## config.mk

```make
export PLATFORM = sky130hd
export DESIGN_NAME = hostport_master
export DESIGN_NICKNAME = d
export VERILOG_FILES = /design/src/hostport_pkg.sv /design/src/phase_timer.sv /design/src/hostport_master.sv
export SDC_FILE = /design/constraint.sdc
export NUM_CORES = 1
export LEC_CHECK = 0
export BUFFER_PORTS_ARGS = -buffer_cell sky130_fd_sc_hd__buf_4
export CAP_MARGIN = 20
export CORE_ASPECT_RATIO = 1.75
export CORE_MARGIN = 10
export CORE_UTILIZATION = 35
export DETAILED_ROUTE_END_ITERATION = 8
export PLACE_DENSITY = 0.63
export SYNTH_ARGS = -nofsm -noshare
export SYNTH_HDL_FRONTEND = slang
export SYNTH_SLANG_ARGS = --single-unit
export TNS_END_PERCENT = 100
```

## constraint.sdc

```tcl
create_clock -name REF_CLK_IN -period 2.3 [get_ports REF_CLK_IN]
set_clock_uncertainty 0.2 [all_clocks]
set_input_delay 0.46 -clock REF_CLK_IN [delete_from_list [all_inputs] [get_ports REF_CLK_IN]]
set_output_delay 0.46 -clock REF_CLK_IN [all_outputs]
set_load 0.05 [all_outputs]
```

## src/hostport_pkg.sv

```systemverilog
package hostport_pkg;
  // bus mode and strobe style straps
  localparam logic MODE_SEPARATE = 1'b0;
  localparam logic MODE_MUXED = 1'b1;
  localparam logic STYLE_RDWR = 1'b0;
  localparam logic STYLE_DSRW = 1'b1;
  localparam int DATA_W = 8;
  localparam int ADDR_W = 8;
  localparam int NUM_PORTS = 4;
  // timing, in ns, and derived cycle counts at 100 MHz
  localparam int CLK_PERIOD_NS = 10;
  localparam int PHASE_NS = 40;
  localparam int PHASE_CYC_RAW = (PHASE_NS + CLK_PERIOD_NS - 1) / CLK_PERIOD_NS;
  localparam int PHASE_CYC = (PHASE_CYC_RAW < 1) ? 1 : PHASE_CYC_RAW;
  localparam int RESET_PULSE_NS = 100;
  localparam int RESET_CYC_RAW = (RESET_PULSE_NS + CLK_PERIOD_NS - 1) / CLK_PERIOD_NS;
  localparam int RESET_CYC = (RESET_CYC_RAW < 1) ? 1 : RESET_CYC_RAW;
  localparam logic [7:0] DATA_RESET = 8'h00;
  localparam logic [7:0] ADDR_RESET = 8'h00;
  localparam logic [3:0] SEL_IDLE = 4'hf;
endpackage

```

## src/phase_timer.sv

```systemverilog
`timescale 1ns/10ps
// one-cycle tick after each phase of the bus cycle
module phase_timer #(
  parameter int COUNT = 4
) (
  input wire logic REF_CLK_IN,
  input wire logic RESET_IN,
  input wire logic run_in,
  output logic tick_out
);
  logic [7:0] cnt_ff;

  // restart whenever idle so every phase lasts the full count
  always_ff @(posedge REF_CLK_IN) begin
    if (RESET_IN || !run_in || tick_out) begin
      cnt_ff <= 8'h00;
    end else begin
      cnt_ff <= cnt_ff + 8'h01;
    end
  end

  assign tick_out = run_in && (cnt_ff == 8'(COUNT - 1));
endmodule

```

## src/hostport_master.sv

```systemverilog
`timescale 1ns/10ps
module hostport_master
  import hostport_pkg::*;
(
  input wire logic REF_CLK_IN,
  input wire logic RESET_IN,
  input wire logic MUX_MODE_IN,
  input wire logic STYLE_IN,
  input wire logic REQ_IN,
  input wire logic REQ_WRITE_IN,
  input wire logic [1:0] REQ_PORT_IN,
  input wire logic [hostport_pkg::ADDR_W-1:0] REQ_ADDR_IN,
  input wire logic [hostport_pkg::DATA_W-1:0] REQ_WDATA_IN,
  input wire logic DEV_RESET_REQ_IN,
  output logic BUSY_OUT,
  output logic DONE_OUT,
  output logic [hostport_pkg::DATA_W-1:0] RDATA_OUT,
  output logic IRQ_OUT,
  output logic MUX_PIN_OUT,
  output logic STRAP_PIN_OUT,
  output logic [6:0] LOW_ADDR_OUT,
  output logic TOP_ADDR_OUT,
  output logic RD_DS_OUT,
  output logic WR_RW_OUT,
  output logic [3:0] SELECT_N_OUT,
  output logic RESET_AND_FLOAT_OUT,
  input wire logic [hostport_pkg::DATA_W-1:0] BUS_IN,
  output logic [hostport_pkg::DATA_W-1:0] BUS_OUT,
  output logic BUS_OE_OUT,
  input wire logic INT_N_IN
);
  import hostport_pkg::*;

  typedef enum logic [2:0] {
    ST_IDLE = 3'b000,
    ST_ALE = 3'b001,
    ST_SETUP = 3'b010,
    ST_STROBE = 3'b011,
    ST_HOLD = 3'b100,
    ST_RESET = 3'b101
  } state_e;

  state_e state_ff;
  logic tick;
  logic write_ff;
  logic mux_ff;
  logic style_ff;
  logic [1:0] port_ff;
  logic [7:0] addr_ff;
  logic [7:0] wdata_ff;
  logic [7:0] rst_cnt_ff;
  logic [7:0] bus_s1_ff;
  logic [7:0] bus_s2_ff;
  logic int_s1_ff;
  logic int_s2_ff;
  logic ale_seen_ff;
  logic [7:0] rd_capture_ff;

  // the strobe active level depends on mode and style
  function automatic logic strobe_level(input logic style, input logic mux, input logic on);
    if (style == STYLE_DSRW && mux == MODE_MUXED) begin
      strobe_level = on; // data strobe active high when multiplexed
    end else begin
      strobe_level = !on; // read, write and data strobes active low
    end
  endfunction

  phase_timer #(.COUNT(PHASE_CYC)) u_timer (
    .REF_CLK_IN(REF_CLK_IN),
    .RESET_IN(RESET_IN),
    .run_in(state_ff != ST_IDLE && state_ff != ST_RESET),
    .tick_out(tick)
  );

  // data pins and interrupt come from the device's domain, so two flops each
  always_ff @(posedge REF_CLK_IN) begin
    if (RESET_IN) begin
      bus_s1_ff <= DATA_RESET;
      bus_s2_ff <= DATA_RESET;
      int_s1_ff <= 1'b1;
      int_s2_ff <= 1'b1;
    end else begin
      bus_s1_ff <= BUS_IN;
      bus_s2_ff <= bus_s1_ff;
      int_s1_ff <= INT_N_IN;
      int_s2_ff <= int_s1_ff;
    end
  end

  // interrupt output is high while the device holds its interrupt pin low
  always_ff @(posedge REF_CLK_IN) begin
    if (RESET_IN) begin
      IRQ_OUT <= 1'b0;
    end else begin
      IRQ_OUT <= !int_s2_ff;
    end
  end

  // cycle sequencer; a write ends with a hold phase after the strobe release
  always_ff @(posedge REF_CLK_IN) begin
    if (RESET_IN) begin
      state_ff <= ST_IDLE;
      write_ff <= 1'b0;
      mux_ff <= MODE_SEPARATE;
      style_ff <= STYLE_RDWR;
      port_ff <= 2'h0;
      addr_ff <= ADDR_RESET;
      wdata_ff <= DATA_RESET;
      rst_cnt_ff <= 8'h00;
    end else begin
      unique case (state_ff)
        ST_IDLE: begin
          if (DEV_RESET_REQ_IN) begin
            state_ff <= ST_RESET;
            rst_cnt_ff <= 8'h00;
          end else if (REQ_IN) begin
            write_ff <= REQ_WRITE_IN;
            mux_ff <= MUX_MODE_IN;
            style_ff <= STYLE_IN;
            port_ff <= REQ_PORT_IN;
            addr_ff <= REQ_ADDR_IN;
            wdata_ff <= REQ_WDATA_IN;
            state_ff <= MUX_MODE_IN ? ST_ALE : ST_SETUP;
          end
        end
        ST_ALE: if (tick) state_ff <= ST_SETUP;
        ST_SETUP: if (tick) state_ff <= ST_STROBE;
        ST_STROBE: if (tick) state_ff <= ST_HOLD;
        ST_HOLD: if (tick) state_ff <= ST_IDLE;
        ST_RESET: begin
          // pin held high a fixed time, then released for normal use
          if (rst_cnt_ff == 8'(RESET_CYC - 1)) begin
            state_ff <= ST_IDLE;
          end else begin
            rst_cnt_ff <= rst_cnt_ff + 8'h01;
          end
        end
        default: state_ff <= ST_IDLE;
      endcase
    end
  end

  // pin drive, registered so every pin comes from a flop
  always_ff @(posedge REF_CLK_IN) begin
    if (RESET_IN) begin
      MUX_PIN_OUT <= MODE_SEPARATE;
      STRAP_PIN_OUT <= STYLE_RDWR;
      LOW_ADDR_OUT <= 7'h00;
      TOP_ADDR_OUT <= 1'b0;
      RD_DS_OUT <= 1'b1;
      WR_RW_OUT <= 1'b1;
      SELECT_N_OUT <= SEL_IDLE;
      RESET_AND_FLOAT_OUT <= 1'b0;
      BUS_OUT <= DATA_RESET;
      BUS_OE_OUT <= 1'b0;
      ale_seen_ff <= 1'b0;
    end else begin
      MUX_PIN_OUT <= mux_ff;
      STRAP_PIN_OUT <= style_ff;
      RESET_AND_FLOAT_OUT <= (state_ff == ST_RESET); // rising edge clears registers
      // low address held low when multiplexed
      LOW_ADDR_OUT <= (mux_ff == MODE_MUXED) ? 7'h00 : addr_ff[6:0];
      // top bit, or latch strobe; low for the first address cycle so the latch
      // always sees a rising edge, even when the top bit was left high
      ale_seen_ff <= (state_ff == ST_ALE);
      TOP_ADDR_OUT <= (mux_ff == MODE_MUXED) ? (state_ff == ST_ALE && ale_seen_ff) : addr_ff[7];
      // one select only, and only around the access
      SELECT_N_OUT <= (state_ff == ST_SETUP || state_ff == ST_STROBE || state_ff == ST_HOLD)
                      ? ~(4'h1 << port_ff) : SEL_IDLE;
      if (style_ff == STYLE_RDWR) begin
        // separate strobes
        RD_DS_OUT <= strobe_level(style_ff, mux_ff, state_ff == ST_STROBE && !write_ff);
        WR_RW_OUT <= strobe_level(style_ff, mux_ff, state_ff == ST_STROBE && write_ff);
      end else begin
        // data strobe plus direction line, high for read
        RD_DS_OUT <= strobe_level(style_ff, mux_ff, state_ff == ST_STROBE);
        WR_RW_OUT <= !write_ff || state_ff == ST_IDLE || state_ff == ST_RESET;
      end
      // address phase then write data; released for reads, device drives
      BUS_OE_OUT <= (mux_ff == MODE_MUXED && state_ff == ST_ALE) ||
                    (write_ff && (state_ff == ST_SETUP || state_ff == ST_STROBE ||
                                  state_ff == ST_HOLD));
      BUS_OUT <= (state_ff == ST_ALE) ? addr_ff : wdata_ff;
    end
  end

  // handshake to the user side; read data sampled before strobe release
  // the device floats the bus once the strobe ends, so the synchronised byte
  // is caught at the end of the strobe phase and handed over with done
  always_ff @(posedge REF_CLK_IN) begin
    if (RESET_IN) begin
      BUSY_OUT <= 1'b0;
      DONE_OUT <= 1'b0;
      RDATA_OUT <= DATA_RESET;
      rd_capture_ff <= DATA_RESET;
    end else begin
      BUSY_OUT <= (state_ff != ST_IDLE) || REQ_IN || DEV_RESET_REQ_IN;
      DONE_OUT <= (state_ff == ST_HOLD) && tick;
      if (state_ff == ST_STROBE && tick && !write_ff) begin
        rd_capture_ff <= bus_s2_ff; // strobe still asserted here
      end
      if (state_ff == ST_HOLD && tick && !write_ff) begin
        RDATA_OUT <= rd_capture_ff;
      end
    end
  end

  a_one_select: assert property (@(posedge REF_CLK_IN) disable iff (RESET_IN)
    $countones(~SELECT_N_OUT) <= 1)
    else $error("more than one select low");
  a_mux_low_addr: assert property (@(posedge REF_CLK_IN) disable iff (RESET_IN)
    MUX_PIN_OUT |-> LOW_ADDR_OUT == 7'h00)
    else $error("low address not held low in multiplexed mode");
  a_read_no_drive: assert property (@(posedge REF_CLK_IN) disable iff (RESET_IN)
    (state_ff == ST_STROBE && !write_ff) |=> !BUS_OE_OUT)
    else $error("host drives bus during read");
  a_write_strobe_low: assert property (@(posedge REF_CLK_IN) disable iff (RESET_IN)
    (state_ff == ST_STROBE && write_ff && style_ff == STYLE_RDWR) |=> !WR_RW_OUT)
    else $error("write strobe not low");
  a_ds_high_mux: assert property (@(posedge REF_CLK_IN) disable iff (RESET_IN)
    (state_ff == ST_STROBE && style_ff == STYLE_DSRW && mux_ff) |=> RD_DS_OUT)
    else $error("data strobe not high in multiplexed mode");
  a_ale_phase: assert property (@(posedge REF_CLK_IN) disable iff (RESET_IN)
    (state_ff == ST_ALE && mux_ff && ale_seen_ff) |=> (TOP_ADDR_OUT && BUS_OE_OUT))
    else $error("address not latched in multiplexed phase");
  a_ale_low_first: assert property (@(posedge REF_CLK_IN) disable iff (RESET_IN)
    (state_ff == ST_ALE && mux_ff && !ale_seen_ff) |=> (!TOP_ADDR_OUT && BUS_OE_OUT))
    else $error("latch strobe not low before its rising edge");
  a_write_data_hold: assert property (@(posedge REF_CLK_IN) disable iff (RESET_IN)
    (state_ff == ST_HOLD && write_ff) |=> (BUS_OE_OUT && BUS_OUT == wdata_ff))
    else $error("write data not held past strobe");
  a_reset_release: assert property (@(posedge REF_CLK_IN) disable iff (RESET_IN)
    $rose(RESET_AND_FLOAT_OUT) |-> ##[1:20] !RESET_AND_FLOAT_OUT)
    else $error("reset/float pin held too long");
  a_irq_follow: assert property (@(posedge REF_CLK_IN) disable iff (RESET_IN)
    (!int_s2_ff) |=> IRQ_OUT)
    else $error("interrupt not reported");
  a_mode_pin: assert property (@(posedge REF_CLK_IN) disable iff (RESET_IN)
    (state_ff == ST_SETUP) |=> (MUX_PIN_OUT == mux_ff && STRAP_PIN_OUT == style_ff))
    else $error("mode pins wrong");
  a_reset_edge: assert property (@(posedge REF_CLK_IN) disable iff (RESET_IN)
    (state_ff == ST_RESET) |=> RESET_AND_FLOAT_OUT)
    else $error("reset pin not raised");
  a_style_dir: assert property (@(posedge REF_CLK_IN) disable iff (RESET_IN)
    (state_ff == ST_STROBE && style_ff == STYLE_DSRW) |=> (WR_RW_OUT == !write_ff))
    else $error("direction line wrong");
endmodule

```

# After elaboration in Yosys (flattened, before gate mapping)
# Index checks and enable logic that the tools add are counted.
# totals
romBits,0
mem_count,0
input_bits,34
latch_bits,0
ram_bits,0
word_cells,105
regBits,104
out_inout_bits,37
# op_classes
shift,1
muxes,19
addsub,2
order_cmp,0
bitwise,3
multipliers,0
div_mod_pow,0
n_eq_ne,16
n_reduce_logical,35
# ops
cell,count
$mux W8,3
$mux W3,7
$pmux W3 S6,1
$add A8 B1 Y8 const B,2
$pmux W8 S2,1
$ne A2 B2 Y1 const B,7
$logic_and A1 B1 Y1,12
$logic_or A1 B1 Y1,9
$eq A8 B2 Y1 const B,1
$eq A8 B4 Y1 const B,1
$eq A3 B2 Y1 const B,2
$eq A3 B3 Y1 const B,2
$logic_not A1 Y1,6
$mux W1,6
$ne A3 B3 Y1 const B,2
$reduce_and A3 Y1,2
$reduce_and A6 Y1,1
$not A4 Y4,1
$reduce_or A2 Y1,2
$shl A1 B2 Y4 const A,1
$eq A3 B1 Y1 const B,1
$logic_not A3 Y1,1
$reduce_bool A3 Y1,1
$mux W2,1
2 further kinds,3

# Longest topological paths before layout
# Gate-level depths: netlist (run 1).
# depth
word_depth,5
depth_mapped,7
depth_no_buf,6

# Modules after synthesis
# From an unflattened synthesis (run 1), not the netlist that was laid out.
# unflattened
hier_cells,387
area_unflattened_um2,3794.9
# modules_own_cells
mod,cells_per_inst,area_per_inst_um2,n_inst,seq_area_each_um2
hostport_master,348,3428.3,1,1921.8
phase_timer,39,366.6,1,160.2

# Least setup slack after synthesis (run 1)
# OpenSTA, ideal clock, no wires.
# synth_path
path_type,flip-flop to flip-flop
from,reg u_timer.cnt_ff[0]
to,reg RDATA_OUT[7] (netlist bit)
n_path_buf,0
path_stages_with_launch,6
path_slack_ps,535
setup_time_ps,128
arrival_time_ps,1438
period_less_slack_ps,1765
required_time_ps,1972
cell_sequence,dfxtp_1 > ha_1 > nor4b_4 > nand4_2 > mux2i_1 > nor2_1
# synth_via
elab_chain_len,4
# synth_rtl
element,line,rtl
from (decl),phase_timer.sv:11,logic [7:0] cnt_ff;
from (signal assigned),phase_timer.sv:18,cnt_ff <= cnt_ff + 8'h01;
$eq A8 B2 Y1,phase_timer.sv:22,assign tick_out = run_in && (cnt_ff == 8'(COUNT - 1));
$logic_and A1 B1 Y1,phase_timer.sv:22,
$logic_and A1 B1 Y1 (2 in series),hostport_master.sv:202,if (state_ff == ST_HOLD && tick && !write_ff) begin
to (signal assigned),hostport_master.sv:203,RDATA_OUT <= rd_capture_ff;
to (decl),hostport_master.sv:17,"output logic [hostport_pkg::DATA_W-1:0] RDATA_OUT,"
# No other way between the ends.
# A chain may end at the register's enable or synchronous reset.

# Worst setup path in the final report (run 1)
# layout_path
from,reg u_timer.cnt_ff[0]
to,reg RDATA_OUT[6] (netlist bit)
# The elaborated chain is that of the path after synthesis.

==> results of run 1 <==
[cells by family after synthesis]
family | after synthesis | synth area share [%]
buf+inv | 27 | 3.11
mux | 29 | 7.62
flops | 104 | 54.4
compound gates | 49 | 8.05
xor+xnor | 8 | 1.83
simple gates | 177 | 24.0
fa+ha+maj | 3 | 0.981
[area by class of cell]
class / instances / area (um2)
clock inverters: 5 / 62.6
flip-flops and latches: 104 / 2080
repair buffers: 79 / 606
well taps: 130 / 163
fillers: 1027 / 5890
inverters: 7 / 26.3
clock buffers: 11 / 243
multi-input cells: 266 / 1630
[power by group through the flow]
stage	Clock, mW	Sequential [mW]	Combinational [mW]
CTS	1.57	2.11	1.04
detailed placement	0	2.15	1.03
floorplan	0	2.19	0.694
global route	1.66	2.14	1.14
global placement	0	2.14	1.02
finish	1.53	2.12	1.02
[sequential cells by signal, summed over array words and instances, names as in the netlist, 2 cells and up]
signal / cells
bus_s2_ff: 8
RDATA_OUT: 8
rst_cnt_ff: 8
state_ff: 3
LOW_ADDR_OUT: 7
BUS_OUT: 8
addr_ff: 8
rd_capture_ff: 8
SELECT_N_OUT: 4
wdata_ff: 8
u_timer.cnt_ff: 8
bus_s1_ff: 8
port_ff: 2
[metal layers]
metal	vias up	global-route usage (%)	wire length [um]
met5	-	0	0
met4	0	6.58	281
met3	22	3.17	471
met2	62	19.3	4550
met1	1338	11.4	3360
li1	1479	-	-
[cell usage in the layout (no fill, tap or decap), types with 3 or more instances in the layout]
| cell type | n |
|---|---|
| dfxtp_1 | 104 |
| nor2b_1 | 21 |
| nand3_1 | 10 |
| o21ai_0 | 5 |
| ha_1 | 3 |
| buf_4 | 78 |
| a211oi_1 | 3 |
| a21oi_1 | 27 |
| or3_1 | 5 |
| and2_1 | 8 |
| nor2_1 | 41 |
| xnor2_1 | 4 |
| inv_1 | 7 |
| nor3_1 | 5 |
| xor2_1 | 4 |
| nand2b_1 | 3 |
| o2111ai_1 | 3 |
| nor4_1 | 3 |
| mux2i_1 | 28 |
| nand3b_1 | 6 |
| clkbuf_16 | 9 |
| nand2_1 | 57 |
[path summary, 6_finish.rpt]
| kind | from | end |
|---|---|---|
| setup reg to reg | u_timer.cnt_ff[0] | RDATA_OUT[6] |
| setup / recovery | u_timer.cnt_ff[0] | RDATA_OUT[6] |
| hold / removal | INT_N_IN | int_s1_ff |
| hold reg to reg | int_s2_ff | IRQ_OUT |
[worst max-delay path: stages (launching register included)]
cell and delay (ps):
dfxtp_1 370, ha_1 220, nor4b_4 360, nand4_2 410
mux2i_1 280, nor2_1 60
==> reports/qor.yml, run 1 <==
clocking:
  cts_sinks: 104
  root_buffer: "clkbuf_16"
  clkLatencyLatePin_ps: 340
  cts_max_level: 3
  postCtsSetupBuffers: 0
  clk_pin_slew_ps: 70
  clock_path_buffers: 2
  hold_buffers: 0
  cts_resized: 0
  cts_buffers: 9
  cts_tree: "done"
placed_design:
  dpl.cell_count: 586
  hpwl_mm: 6.42
  port_buffers: 70
  place_area_mm2: 0.00451
  place_ws_ps: 263
  gp_congestion: 0.895
die:
  pin_count: 71
  die-height_um: 158
  core_area_mm2: 0.0107
  start_util_pct: 35.8
  die-area_mm2: 0.0157
  num_rows: 50
  die_x_um: 99.0
sta:
  setup_viol_count_final: 0
  hold_viol_final: 0
  fin_crit_ps: 2020
  worst_slew_pin_slew_ps: 639
  period_share_pct: 87.9
  rsz0062_at_grt: "no"
  totalNegativeSetupSlack_ps: 0
  layout_setup_ws_ps: 279
  slew_violations: 0
  relSlewSlack_pct: 57.1
  hold_slack_ps: 103
  max_freq_ghz: 0.495
cells_and_area:
  instances_no_fill: 602
  num_antenna_cells: 0
  finalInstanceArea_mm2: 0.00481
  area_delta_synth_final_pct: 25.8
  fin_util_pct: 45.0
  layout.nets: 504
  drive_gt1_share_pct: 22.9
pwr:
  total_power_mw: 4.67
  pwr-share-clk_pct: 32.8
  seqPwrFrac_pct: 45.3
  p_comb_share_pct: 21.9
  p_leak_nw: 2.00
  power_density_mw_per_mm2: 971
  vdd_drop_max_uv: 488
  switchingPower_mw: 1.43
  p_sw_share_pct: 30.6
  p_int_mw: 3.24
synth:
  yosysMostFrequentCell: "dfxtp_1"
  synth_common_cells: "104 x dfxtp_1, 57 x nand2_1, 41 x nor2_1"
  synth_area_leaders: "dfxtp_1 54%, mux2i_1 7.3%, nand2_1 5.6%"
  synth_edf_count: 0
  ys_warn_count: 0
  synth_top_area_share_pct: 54.4
  ys_ff_latch: 104
  yosysSeqAreaShare_pct: 54.4
  synthFlopType: "dfxtp_1"
  synth_nets: 434
  avgSynthCellArea_um2: 9.63
  async_reset_ff_share_pct: 0
  post-synth-top-area-cell: "dfxtp_1"
  ys_types: 48
  mappedNetlistArea_mm2: 0.00382
  netlist_instances: 397
run_status:
  status: "finished, final reports clean"
setup_path:
  crit_arrival_ps: 2040
  rrSetupSlack_ps: 280
  reg2regPathDepth: 5
  worst_ep_required_time_ps: 2320
  critPathMaxFanout: 8
  critPathKind: "register to register"
  cp-start-kind: "register"
  cp-end-kind: "register"
grt:
  grt_overflow: 0
  grt_pass1_wl_mm: 14.2
  grt_max_degree: 50
  first_global_vias: 2981
  grt_usage_pct: 11.0
  antenna_found_initial: 0
drt:
  routed_wl_mm: 8.66
  viasPerCell: 4.82
  ant_nets: 0
  vias: 2901
  drt-pass1-iter-count: 4
  wl_per_cell_um: 14.4
  drc_errors: 0
  drtIter0Drc: 102
hold_path:
  hp-class: "primary input to register"
  hold_depth: 2
flow_run:
  max_cap_viol_count: 0
Note: power is estimated with default switching activity, not from simulation.
==> inputs of run 2 (changes only) <==
==> constraint.sdc (replaced) <==
create_clock -name REF_CLK_IN -period 1.9 [get_ports REF_CLK_IN]
set_clock_uncertainty 0.2 [all_clocks]
set_input_delay 0.38 -clock REF_CLK_IN [delete_from_list [all_inputs] [get_ports REF_CLK_IN]]
set_output_delay 0.38 -clock REF_CLK_IN [all_outputs]
set_load 0.05 [all_outputs]
==> reports/qor.yml, run 2 (synthesis results as in run 1) <==
sta:
  fin_crit_ps: 1840
  layout_setup_ws_ps: 55.3
  max_freq_ghz: 0.542
  setup_viol_count_final: 0
  relSlewSlack_pct: 73.5
  period_share_pct: 97.1
  worst_slew_pin_slew_ps: 397
  slew_violations: 0
  hold_viol_final: 0
setup_path:
  critPathBufInv: 1
  crit_slowest_cell: "a211o_4"
  max_stage_delay_ps: 360
  worst_ep_required_time_ps: 1980
  critPathMaxFanout: 5
  cp-end-kind: "register"
  crit_arrival_ps: 1920
  critPathKind: "register to register"
  cp-start-kind: "register"
  cp_cell_sequence: "ha_2, nor4b_4, buf_4, a211o_4, a311oi_2, a41o_1"
  critPathTopFamily: "compound AO/OA/AOI/OAI gates"
cells_and_area:
  final_cell_mix: "101 x dfxtp_1, 92 x buf_4, 57 x nand2_1"
  layout.nets: 520
  area_delta_synth_final_pct: 30.7
  finalInstanceArea_mm2: 0.00500
  instances_no_fill: 617
  drive_gt1_share_pct: 26.7
  final_common_cell: "dfxtp_1"
  num_antenna_cells: 0
die:
  die-height_um: 158
  die-area_mm2: 0.0157
  core_area_mm2: 0.0107
  die_x_um: 99.0
  start_util_pct: 35.8
  num_rows: 50
  pin_count: 71
drt:
  wl_per_cell_um: 14.8
  drc_errors: 0
  drtIter0Drc: 118
  vias: 3013
  routed_wl_mm: 9.13
  ant_nets: 0
  drt-pass1-iter-count: 4
  viasPerCell: 4.88
placed_design:
  dpl.cell_count: 598
  gp_congestion: 0.896
  place_area_mm2: 0.00460
  port_buffers: 70
  hpwl_mm: 6.66
  place_ws_ps: -37.8
grt:
  grt_usage_pct: 11.6
  antenna_found_initial: 0
  grt_max_degree: 47
  grt_pass1_wl_mm: 14.8
  first_global_vias: 3134
  grt_overflow: 0
clocking:
  cts_sinks: 104
  root_buffer: "clkbuf_16"
  cts_max_level: 3
  hold_buffers: 0
  cts_tree: "done"
  clk_pin_slew_ps: 70
  cts_buffers: 9
  clkLatencyLatePin_ps: 340
  clock_path_buffers: 2
pwr:
  total_power_mw: 5.95
  vdd_drop_max_uv: 696
  power_density_mw_per_mm2: 1190
  p_leak_nw: 2.10
flow_run:
  max_cap_viol_count: 0
run_status:
  status: "finished, final reports clean"
hold_path:
  hp-class: "primary input to register"
## run 2: cell types whose count changed in the layout (fill, tap and decap cells not counted), moves of 2 or more
| cell | delta |
|---|---|
| clkinv_2 | +3 |
| buf_4 | +14 |
| dfxtp_1 | -3 |
| clkinvlp_4 | -2 |
| dfxtp_2 | +3 |
## run 2: metal layers
layer | global-route usage, % | routed length (um) | share of wire [%]
met1 | 11.6 | 3460 | 38
met2 | 21.3 | 5000 | 55
met3 | 3.21 | 416 | 4.6
met4 | 6.17 | 254 | 2.8
met5 | 0 | 0 | 0
## run 2: area by class of cell
| cell class | count | area, um2 |
|---|---|---|
| inverter | 7 | 26.3 |
| multi-input combinational | 267 | 1690 |
| clock inverter | 6 | 83.8 |
| timing repair buffer | 94 | 731 |
| sequential | 104 | 2090 |
| tap | 130 | 163 |
| fill | 1011 | 5700 |
| clock buffer | 9 | 225 |
## run 2: metrics by stage
stage	setup TNS, ps	util (%)	hold WS, ps
global placement	0	43.0	169
finish	0	46.7	26.5
floorplan	0	-	168
CTS	0	46.2	13.6
global route	-6.58	46.7	19.1
detailed placement	-293	43.0	177
## run 2: what timing repair did
action | CTS | global route
setup buffers | 2 | 1
hold endpoints to repair | 0 | 0
gates cloned | 1 | 0
resized for setup | 1 | 9
pin swaps | 1 | 2
setup endpoints to repair | 18 | 28
## run 2: where the power goes
group / switching [mW] / internal, mW / leakage [nW]
logic: 0.853 / 0.653 / 1.10
registers: 0.177 / 2.36 / 0.847
clock network: 0.765 / 1.14 / 0.155
## run 2: path summary, 6_finish.rpt
kind	cells after the start	slack [ps]	endpoint	start
setup reg to reg	6	60	state_ff[0]	u_timer.cnt_ff[0]
hold reg to reg	1	190	IRQ_OUT	int_s2_ff
hold / removal	2	30	int_s1_ff	INT_N_IN
setup / recovery	6	60	state_ff[0]	u_timer.cnt_ff[0]
==> inputs of run 3 (changes only) <==
--- a/config.mk
+++ b/config.mk
@@ -7,7 +7,6 @@
 export LEC_CHECK = 0
 export BUFFER_PORTS_ARGS = -buffer_cell sky130_fd_sc_hd__buf_4
 export CAP_MARGIN = 20
-export CORE_ASPECT_RATIO = 1.75
 export CORE_MARGIN = 10
 export CORE_UTILIZATION = 35
 export DETAILED_ROUTE_END_ITERATION = 8
==> reports/qor.yml, run 3 (synthesis results as in run 1) <==
run_status:
  status: "finished, final reports clean"
placed_design:
  place_area_mm2: 0.00459
  port_buffers: 70
  gp_congestion: 0.843
  hpwl_mm: 6.05
  place_ws_ps: -6.76
pwr:
  pwr-share-clk_pct: 24.7
  power_density_mw_per_mm2: 1080
  switchingPower_mw: 1.77
  p_leak_nw: 2.03
  p_comb_share_pct: 27.6
  seqPwrFrac_pct: 47.7
  total_power_mw: 5.26
  p_sw_share_pct: 33.7
  p_int_mw: 3.48
  vdd_drop_max_uv: 407
drt:
  drtIter0Drc: 176
  viasPerCell: 4.68
  drc_errors: 0
  wl_per_cell_um: 13.3
  drt-pass1-iter-count: 5
  routed_wl_mm: 8.34
  vias: 2936
  ant_nets: 0
setup_path:
  r2r-end: "state_ff[0]"
  rrSetupSlack_ps: 80
  critPathKind: "register to register"
  crit_path_start: "u_timer.cnt_ff[1]"
  endpoint: "state_ff[0]"
  worst_ep_required_time_ps: 1960
  critPathMaxFanout: 5
  reg2regPathDepth: 6
  crit_arrival_ps: 1880
  r2r_start: "u_timer.cnt_ff[1]"
  cp-end-kind: "register"
  cp-start-kind: "register"
die:
  core_area_mm2: 0.0108
  die-height_um: 125
  die_x_um: 125
  die-area_mm2: 0.0155
  start_util_pct: 35.4
  pin_count: 71
  num_rows: 38
clocking:
  clock_path_buffers: 2
  cts_buffers: 9
  clk_pin_slew_ps: 110
  cts_sinks: 104
  cts_tree: "done"
  root_buffer: "clkbuf_8"
  clkLatencyLatePin_ps: 360
  cts_max_level: 3
cells_and_area:
  drive_gt1_share_pct: 26.3
  final_cell_mix: "101 x dfxtp_1, 90 x buf_4, 57 x nand2_1"
  final_common_cell: "dfxtp_1"
  layout.nets: 519
  area_delta_synth_final_pct: 27.5
  finalInstanceArea_mm2: 0.00488
  num_antenna_cells: 0
  regArea_mm2: 0.00209
  fill_cells: 1036
  multiInputGateArea_mm2: 0.00167
sta:
  period_share_pct: 95.8
  relSlewSlack_pct: 73.1
  slew_violations: 0
  hold_viol_final: 0
  totalNegativeSetupSlack_ps: 0
  setup_viol_count_final: 0
  worst_slew_pin_slew_ps: 402
  layout_setup_ws_ps: 79.0
  rsz0062_at_grt: "no"
  max_freq_ghz: 0.549
  fin_crit_ps: 1820
flow_run:
  max_cap_viol_count: 0
grt:
  grt_max_degree: 51
  grt_overflow: 0
  grt_usage_pct: 10.4
  grt_pass1_wl_mm: 13.5
  antenna_found_initial: 0
  first_global_vias: 2788
hold_path:
  hp-class: "primary input to register"
run 3: cell count changes in the layout (fill, tap and decap cells not counted), sizes merged:
cell	before	now
dlygate4sd3	0	1
clkbuf	9	10
inv	8	10
bufinv	2	0
buf	94	92
run 3: worst min path at each step:
stage               from            to  slack, ps  depth (start not counted)
2_1_floorplan  int_s2_ff       IRQ_OUT        170                          1
3_3_place_gp   int_s2_ff       IRQ_OUT        180                          1
3_5_place_dp   int_s2_ff       IRQ_OUT        180                          1
4_1_cts        BUS_IN[2]  bus_s1_ff[2]          8                          2
5_1_grt        BUS_IN[6]  bus_s1_ff[6]          3                          2
6_report       BUS_IN[3]  bus_s1_ff[3]         20                          2
run 3: worst max-delay path: stages (launching register included):
cell and delay [ps]:
dfxtp_1 380, ha_2 220, nor4b_4 230, buf_4 170, a211o_1 210, a311oi_2 120
a41o_1 210
run 3: per-layer routing:
metal | GRT usage [%] | up-vias | routed length (um)
li1 | - | 1514 | -
met1 | 13.3 | 1326 | 4130
met2 | 15.8 | 86 | 3670
met3 | 2.89 | 10 | 394
met4 | 4.87 | 0 | 144
met5 | 0 | - | 0
run 3: power by group through the flow:
stage | Combinational [mW] | Clock, mW | Sequential [mW]
after global routing | 1.58 | 1.43 | 2.54
after floorplan | 0.840 | 0 | 2.65
after detailed placement | 1.41 | 0 | 2.55
final | 1.45 | 1.30 | 2.51
after global placement | 1.39 | 0 | 2.54
after CTS | 1.42 | 1.35 | 2.50
run 3: layout make-up:
cell class | instances | share of cell area [%]
clock buffer | 10 | 2.62
clock inverter | 6 | 1.28
inverter | 7 | 0.539
multi-input combinational | 267 | 34.3
sequential | 104 | 42.8
tap | 140 | 3.59
timing repair buffer | 93 | 14.9
run 3: metrics by stage:
step / cells / util [%] / hold slack, ps
after floorplan: 397 / - / 168
after global placement: 604 / 42.5 / 177
after detailed placement: 604 / 42.5 / 184
after CTS: 623 / 44.5 / 7.82
after global routing: 627 / 45.2 / 3.16
final: 627 / 45.2 / 21.0
run 3: timing repair:
action / CTS / global route
buffers inserted: 2 / 3
hold buffers: 1 / 0
endpoints found under the setup margin: 7 / 33
pin swaps: 2 / 2
resized for setup: 0 / 9
cloned: 0 / 1
hold endpoints to repair: 1 / 0
